==> config.mk <==
export PLATFORM = sky130hd
export DESIGN_NAME = ssr_receiver
export DESIGN_NICKNAME = d
export VERILOG_FILES = /design/src/pkg/ssr_pkg.sv /design/src/logic/ssr_line_decode.sv /design/src/logic/ssr_receiver.sv
export SDC_FILE = /design/constraint.sdc
export NUM_CORES = 1
export LEC_CHECK = 0
export ABC_AREA = 0
export ABC_CLOCK_PERIOD_IN_PS = 10800
export BUFFER_PORTS_ARGS = -buffer_cell sky130_fd_sc_hd__buf_2
export CAP_MARGIN = 30
export CORE_ASPECT_RATIO = 1.4
export CORE_MARGIN = 5
export CORE_UTILIZATION = 67
export CTS_CLUSTER_DIAMETER = 200
export DETAILED_ROUTE_END_ITERATION = 8
export GPL_ROUTABILITY_DRIVEN = 0
export GPL_TIMING_DRIVEN = 0
export PLACE_DENSITY = 0.87
export SLEW_MARGIN = 5
export SYNTH_ARGS = -nofsm -noshare
export SYNTH_HDL_FRONTEND = slang
export SYNTH_SLANG_ARGS = --single-unit
==> constraint.sdc <==
create_clock -name clock -period 10.8 [get_ports clock]
set_input_delay 1.62 -clock clock [delete_from_list [all_inputs] [get_ports clock]]
set_output_delay 1.62 -clock clock [all_outputs]
set_load 0.01 [all_outputs]
==> src/pkg/ssr_pkg.sv <==
// package for the start-stop five-unit receiver: constants, modes and state carriers
`default_nettype none
package ssr_pkg;
   // ==========================================================
   // timing
   localparam int unsigned SSR_CLK_HZ = 100_000_000;
   localparam int unsigned SSR_SLOT_MS = 22;
   // cycles per impulse slot, 22 ms at 100 MHz
   localparam int unsigned SSR_SLOT_CYC = SSR_SLOT_MS * (SSR_CLK_HZ / 1000);
   localparam int unsigned SSR_CODE_BITS = 5;
   localparam int unsigned SSR_CNT_W = 22;
   localparam int unsigned SSR_OFS_W = 8;
   // sampling point sits at the middle of the slot by default
   localparam logic [SSR_OFS_W-1:0] SSR_OFS_MID = 8'h80;
   // ==========================================================
   // reset values and bit index limits
   localparam logic [SSR_CODE_BITS-1:0] SSR_CHAR_RST = 5'h00;
   localparam logic [SSR_CNT_W-1:0] SSR_CNT_RST = 22'h000000;
   localparam logic [2:0] SSR_IDX_RST = 3'h0;
   localparam logic [2:0] SSR_IDX_LAST = 3'h4;
   localparam logic [2:0] SSR_IDX_STOP = 3'h5;
   // ==========================================================
   // line modes and cycle states
   typedef enum logic {
      SSR_MODE_NEUTRAL,
      SSR_MODE_POLAR
   } ssr_mode_type;
   typedef enum logic [1:0] {
      SSR_ST_STOPPED,
      SSR_ST_START,
      SSR_ST_CODE,
      SSR_ST_STOP
   } ssr_state_type;
   // line sense inputs grouped
   typedef struct packed {
      logic current;
      logic reversed;
   } ssr_line_type;
   // receiver state
   typedef struct packed {
      ssr_state_type state;
      logic [SSR_CNT_W-1:0] cnt;
      logic [2:0] idx;
      logic [SSR_CODE_BITS-1:0] chr;
      logic done;
      logic busy;
   } ssr_rx_type;
endpackage : ssr_pkg
`default_nettype wire

==> src/logic/ssr_line_decode.sv <==
// line decoder: synchronises the line pins and turns them into a mark level
`timescale 1ns/100ps
`default_nettype none
module ssr_line_decode
   import ssr_pkg::*;
(
   // clock and reset
   input wire logic clock,
   input wire logic rst_n,
   // line pins and mode
   input wire ssr_line_type line_in,
   input wire ssr_mode_type mode,
   // decoded level
   output logic mark
);
   // ==========================================================
   // two-stage synchroniser, stage one feeds stage two only
   typedef struct packed {
      ssr_line_type s1;
      ssr_line_type s2;
   } ssr_sync_type;
   ssr_sync_type sync_r;
   ssr_sync_type sync_nxt;
   // idle line carries current, so reset to marking
   always_comb begin
      sync_nxt.s1 = line_in;
      sync_nxt.s2 = sync_r.s1;
   end
   always_ff @(posedge clock) begin
      if (!rst_n) begin
         sync_r <= '{s1: '{current: 1'b1, reversed: 1'b0}, s2: '{current: 1'b1, reversed: 1'b0}};
      end else begin
         sync_r <= sync_nxt;
      end
   end
   // polar: mark is current not reversed; neutral: mark is current present
   always_comb begin
      if (mode == SSR_MODE_POLAR) begin
         mark = sync_r.s2.current & ~sync_r.s2.reversed;
      end else begin
         mark = sync_r.s2.current;
      end
   end
endmodule : ssr_line_decode
`default_nettype wire

==> src/logic/ssr_receiver.sv <==
// start-stop five-unit receiver: character cycle timing and code sampling
//
// Summary of operation
// while the line is marking the receiver stays stopped.
// a spacing start impulse immediately begins one timed character cycle.
// sender frames start, five code impulses, then stop with no gap.
// five code impulses are sampled in their own slots into matching bits.
// marking sample stores one, spacing sample stores zero.
// stored bits hold until a later cycle overwrites them.
// all bits fall in one fixed cycle; the stop impulse ends it.
// marking stop impulse re-arms, so one cycle covers exactly one character.
// after the cycle, wait stopped for the next start impulse.
// polar mode decodes mark and space by current polarity.
// neutral mode decodes current present as mark, absent as space.
// slot is 22 ms; sampling point inside it is adjustable.
// flag character complete after fifth bit, before the stop impulse.
// slots counted on system clock; reset gives stopped, bits cleared.
//
// timing notes
// the line pins pass a two-stage synchroniser, so every level the
// cycle logic sees is two clocks behind the pins; the start slot is
// timed from the decoded edge, which shifts every slot by the same two
// clocks and so keeps the sampling points where the setting puts them.
// the start slot is not resampled: a short spacing glitch on an idle
// line still releases a full character cycle, the price of starting at
// once on the first spacing level.
// the stop impulse is not timed; the cycle closes on the first marking
// level in the stop state, so a long stop only stretches the wait and
// a following start can be taken on the next clock.
// no framing error is reported; a missing stop simply holds busy high
// until the line returns to marking.
// the sampling point is slot length times the setting over 256; the
// middle setting gives half a slot, the widest lead and lag margin.
// settings are static: changing mode or offset inside a cycle gives
// an undefined sample for the slot in flight.
// the character output keeps its bits between cycles and is rewritten
// bit by bit during the next cycle, so a consumer must take it on the
// one-cycle complete flag, before the first code sample of the next cycle overwrites bit 0.
//
`timescale 1ns/100ps
`default_nettype none
module ssr_receiver
   import ssr_pkg::*;
#(
   parameter int unsigned SLOT_CYC = SSR_SLOT_CYC
)
(
   // clock and reset
   input wire logic clock,
   input wire logic rst_n,
   // line pins
   input wire ssr_line_type line_in,
   // settings, held static while receiving
   input wire ssr_mode_type mode,
   input wire logic [SSR_OFS_W-1:0] sample_ofs,
   // received character
   output logic [SSR_CODE_BITS-1:0] char_out,
   output logic char_done,
   output logic busy
);
   // ==========================================================
   // line decode
   logic mark;
   ssr_line_decode u_dec (
      .clock(clock),
      .rst_n(rst_n),
      .line_in(line_in),
      .mode(mode),
      .mark(mark)
   );
   // ==========================================================
   // sampling point within a slot, scaled from the setting
   localparam logic [SSR_CNT_W-1:0] SLOT_LAST = SSR_CNT_W'(SLOT_CYC - 1);
   logic [SSR_CNT_W+SSR_OFS_W-1:0] prod;
   logic [SSR_CNT_W-1:0] samp_pt;
   // the product is wide so that no setting overflows; low bits dropped by shift
   always_comb begin
      prod = (SSR_CNT_W+SSR_OFS_W)'(SLOT_CYC) * (SSR_CNT_W+SSR_OFS_W)'(sample_ofs);
      samp_pt = prod[SSR_CNT_W+SSR_OFS_W-1:SSR_OFS_W];
   end
   // ==========================================================
   // state
   ssr_rx_type rx_r;
   ssr_rx_type rx_nxt;
   logic slot_end;
   logic at_samp;
   assign slot_end = (rx_r.cnt == SLOT_LAST);
   assign at_samp = (rx_r.cnt == samp_pt);
   // next-state logic of the character cycle
   always_comb begin
      rx_nxt = rx_r;
      rx_nxt.done = 1'b0;
      rx_nxt.cnt = slot_end ? SSR_CNT_RST : rx_r.cnt + 1'b1;
      unique case (rx_r.state)
         SSR_ST_STOPPED: begin
            rx_nxt.cnt = SSR_CNT_RST;
            rx_nxt.busy = 1'b0;
            // idle marking line keeps the cycle locked
            if (!mark) begin
               rx_nxt.state = SSR_ST_START;
               rx_nxt.busy = 1'b1;
               rx_nxt.idx = SSR_IDX_RST;
            end
         end
         SSR_ST_START: begin
            // start slot is timed from its own edge, no resampling of the start
            if (slot_end) begin
               rx_nxt.state = SSR_ST_CODE;
            end
         end
         SSR_ST_CODE: begin
            if (at_samp) begin
               rx_nxt.chr[rx_r.idx] = mark;
               if (rx_r.idx == SSR_IDX_LAST) begin
                  rx_nxt.done = 1'b1;
               end
            end
            if (slot_end) begin
               if (rx_r.idx == SSR_IDX_LAST) begin
                  rx_nxt.state = SSR_ST_STOP;
               end
               rx_nxt.idx = rx_r.idx + 1'b1;
            end
         end
         SSR_ST_STOP: begin
            // wait for the marking stop level; a late stop only stretches the wait
            if (mark) begin
               rx_nxt.state = SSR_ST_STOPPED;
               rx_nxt.busy = 1'b0;
               rx_nxt.cnt = SSR_CNT_RST;
            end
         end
      endcase
   end
   // register the state; reset clears the character
   always_ff @(posedge clock) begin
      if (!rst_n) begin
         rx_r <= '{state: SSR_ST_STOPPED, cnt: SSR_CNT_RST, idx: SSR_IDX_RST,
                   chr: SSR_CHAR_RST, done: 1'b0, busy: 1'b0};
      end else begin
         rx_r <= rx_nxt;
      end
   end
   // outputs straight from flip-flops; char holds between cycles
   assign char_out = rx_r.chr;
   assign char_done = rx_r.done;
   assign busy = rx_r.busy;
endmodule : ssr_receiver
`default_nettype wire

==> key figures <==
Critical path
  – Crit path capture type: flip-flop
  – Crit path cell chain: buf_2 > fa_1 > ha_1 > inv_1 > fa_1 > inv_1 > fa_1 > ha_1 > a21oi_1 > o22ai_2 > o21ai_0 > and3b_1 > a221oi_2 > mux2_2 > and3_1 > a31o_1
  – Setup Crit Path Kind: in2reg
  – Crit-path slowest cell: fa_1
  – CP Data Required Time: 10.98 ns
  – Startpoint types: primary input
  – Most used cell, CP: fa_1
  – Crit-path max FO: 9
  – Arr. time, crit path: 6.00 ns
  – Largest delay share family, worst path: adder cells
  – WP buf/inv: 3
  – Slowest cell delay on critical path: 0.50 ns

Die
  – Die outline area: 8162 sq um
  – Ports: 20
  – Die H: 104.9 microns
  – Core area: 6254 sq um
  – Die width: 77.80 microns
  – Core Rows: 34
  – Initial Utilization: 0.6895

Logic synthesis
  – #FFs+latches synth: 38
  – Ys async rst share: 0
  – Mapped Nets: 607
  – Mapped Avg Cell Area: 8.405 sq um
  – Ys flop type: dfxtp_1
  – Synth cell types: 70
  – Seq/Total Area, Yosys: 0.1764
  – Ranking of synthesized cells by area: ha_1 19%, dfxtp_1 18%, fa_1 6.5%
  – Number of synthesized flops with an enable pin: 0
  – Cells after synthesis: 513
  – Post-synth top area share: 0.1944
  – Synth Warn #: 0
  – Netlist Area Pre-Place: 4312 sq um
  – Synth area leader: ha_1

Timing
  – FMAX: 171.9 MHz
  – Final critical-path required period: 5.817 ns
  – Slew headroom: 0.4739
  – Final WS setup: 4.983 ns
  – Worst-margin pin slew: 0.7821 ns
  – Max Slew Vio Count: 0
  – Hold Worst Slack: 0.4140 ns
  – Setup TNS: 0 ns
  – Period utilization: 0.5386
  – Final Hold Viols: 0
  – Clk_skew: 0.008557 ns
  – RSZ-0062 raised after global routing: no
  – Final setup viols: 0

Drt
  – Routed len/inst: 15.72 microns
  – Antenna Nets Post-Route: 0
  – DRC: 0
  – Via density: 6.075
  – Final WL: 9619 microns
  – Iter 0 DRT Violations: 321
  – DR vias: 3718
  – Drt pass-1 iters: 6

CTS
  – Root Driver: clkbuf_8
  – H-Tree Level Count: 2
  – Clk_lat worst skew: 0.29 ns
  – Post-CTS setup buffers: 0
  – Clock sink total: 38
  – TritonCTS clock tree: built
  – Max clock buf depth: 2
  – CTS resizes: 0
  – CTS clk-pin slew, worst paths: 0.07 ns
  – CTS Hold Buffers Added: 0
  – TritonCTS Buffers: 5

Pwr
  – Maximum vdd drop: 160.7 uV
  – Pwr Total: 0.0006982 W
  – Static Leak: 2.159 nW
  – PwrDens: 152.1 nW/um^2

Global route
  – First-pass GRT wire length: 16380 microns
  – Antenna violations before repair: 0
  – Tot GR Track Use: 0.2412
  – Number of global-route vias before repair: 3729
  – GRT Residual Overflow: 0
  – Largest net degree at the start of global routing: 13

Hold path
  – HP Class: reg2reg

Placed design
  – Port bufs: 19
  – Post-DP Area: 4497 sq um
  – HPWL Detailed: 7945 microns
  – Post-place setup slack: 4.692 ns

Final layout
  – Share of cells above drive strength 1: 0.1204
  – Post-route cell area: 4592 sq um
  – Fin nets: 633
  – Seq. cell area: 760.7 sq um
  – Multi-input gate area in the final layout: 3228 sq um
  – Filler cells: 460
  – # diodes: 0
  – Area Overhead vs Synth: 6.500%

Job
  – Max-cap violation count: 0

Outcome
  – Status: complete, no violations
## synthesized netlist by cell type (4+ instances only)
master    instances
xnor2_1          26
and3_1           12
nor3_1           12
a21o_1            7
inv_1            49
xor2_1           23
o21ai_0          16
o211ai_1          7
ha_1             67
or3_1             4
nand3_1          19
nand4_1          10
o21a_1            5
nand2_1          37
buf_4             8
o21ai_1           5
nand2b_1          7
fa_1             14
and2_1            5
nor2_1           33
and4_1            4
a21oi_1          21
dfxtp_1          38
mux2i_1           9
nor2b_1           5
buf_2             9
## where the power goes
group / switching [W] / internal [W] / total [W]
Sequential: 0.00000604 / 0.000146 / 0.000152
Combinational: 0.000267 / 0.000176 / 0.000443
Clock: 0.0000512 / 0.0000513 / 0.000103
## cells in the final DEF (no fill, tap or decap), drive strengths merged, types with 19 or more instances in the layout
master and instances:
a21oi 25, xnor2 26, ha 67, buf 38, dfxtp 38, inv 49, xor2 23, nand2 37
nand3 19, o21ai 21, nor2 35
## worst paths after layout
| check | from | endpoint | slack (ns) | cells past startpoint |
|---|---|---|---|---|
| worst min register to register | u_dec.sync_nxt[1] | u_dec.sync_r[1] | 0.41 | 1 |
| worst max-delay path | sample_ofs[6] | char_out[2] | 4.98 | 16 |
| worst min-delay path | u_dec.sync_nxt[1] | u_dec.sync_r[1] | 0.41 | 1 |
| worst max register to register | rx_r[19] | char_out[0] | 8.42 | 10 |
## flip-flops by register name, summed over array words and instances (netlist names)
register        cells
rx_r               27
char_out            5
busy                1
u_dec.sync_r        2
char_done           1
u_dec.sync_nxt      2
## through the flow
step,util,instances
3_3_place_gp,0.7191,604
4_1_cts,0.7343,612
6_report,0.7343,612
5_1_grt,0.7343,612
2_1_floorplan,-,513
3_5_place_dp,0.7191,604
## cell families after synthesis
logic type,after synthesis,share of synthesized area
AND/OR/NAND/NOR,169,0.2066
AO/OA/AOI/OAI,95,0.1596
adder cells (fa/ha/maj),81,0.2594
buffers and inverters,71,0.07487
XOR/XNOR,49,0.09954
flip-flops,38,0.1764
multiplexers,10,0.02351
## worst reg2reg max path, stage by stage, from the launching register on
cell	delay, ns
dfxtp_1	0.31
buf_2	0.17
xor2_1	0.33
nor2_1	0.16
a21oi_1	0.17
nand4_1	0.19
nor3_1	0.26
and4b_1	0.24
buf_4	0.15
a41oi_1	0.10
a31o_1	0.20
## metal layers
metal  global-route usage  vias to the layer above  wire (microns)
li1                     -                     1840               -
met1               0.2471                     1701            3744
met2               0.4636                      131            5145
met3              0.03098                       46             337
met4               0.1179                        0             391
met5                    0                        -               0
## final cells by class
cell class	count	area share
clock inverters	2	0.002725
plain buffers	22	0.03025
clock buffers	6	0.01798
well taps	72	0.01962
repair buffers	19	0.02071
flip-flops and latches	38	0.1657
inverters	49	0.04005
multi-input cells	404	0.7030
No activity file was read; power rests on OpenSTA's default activity.
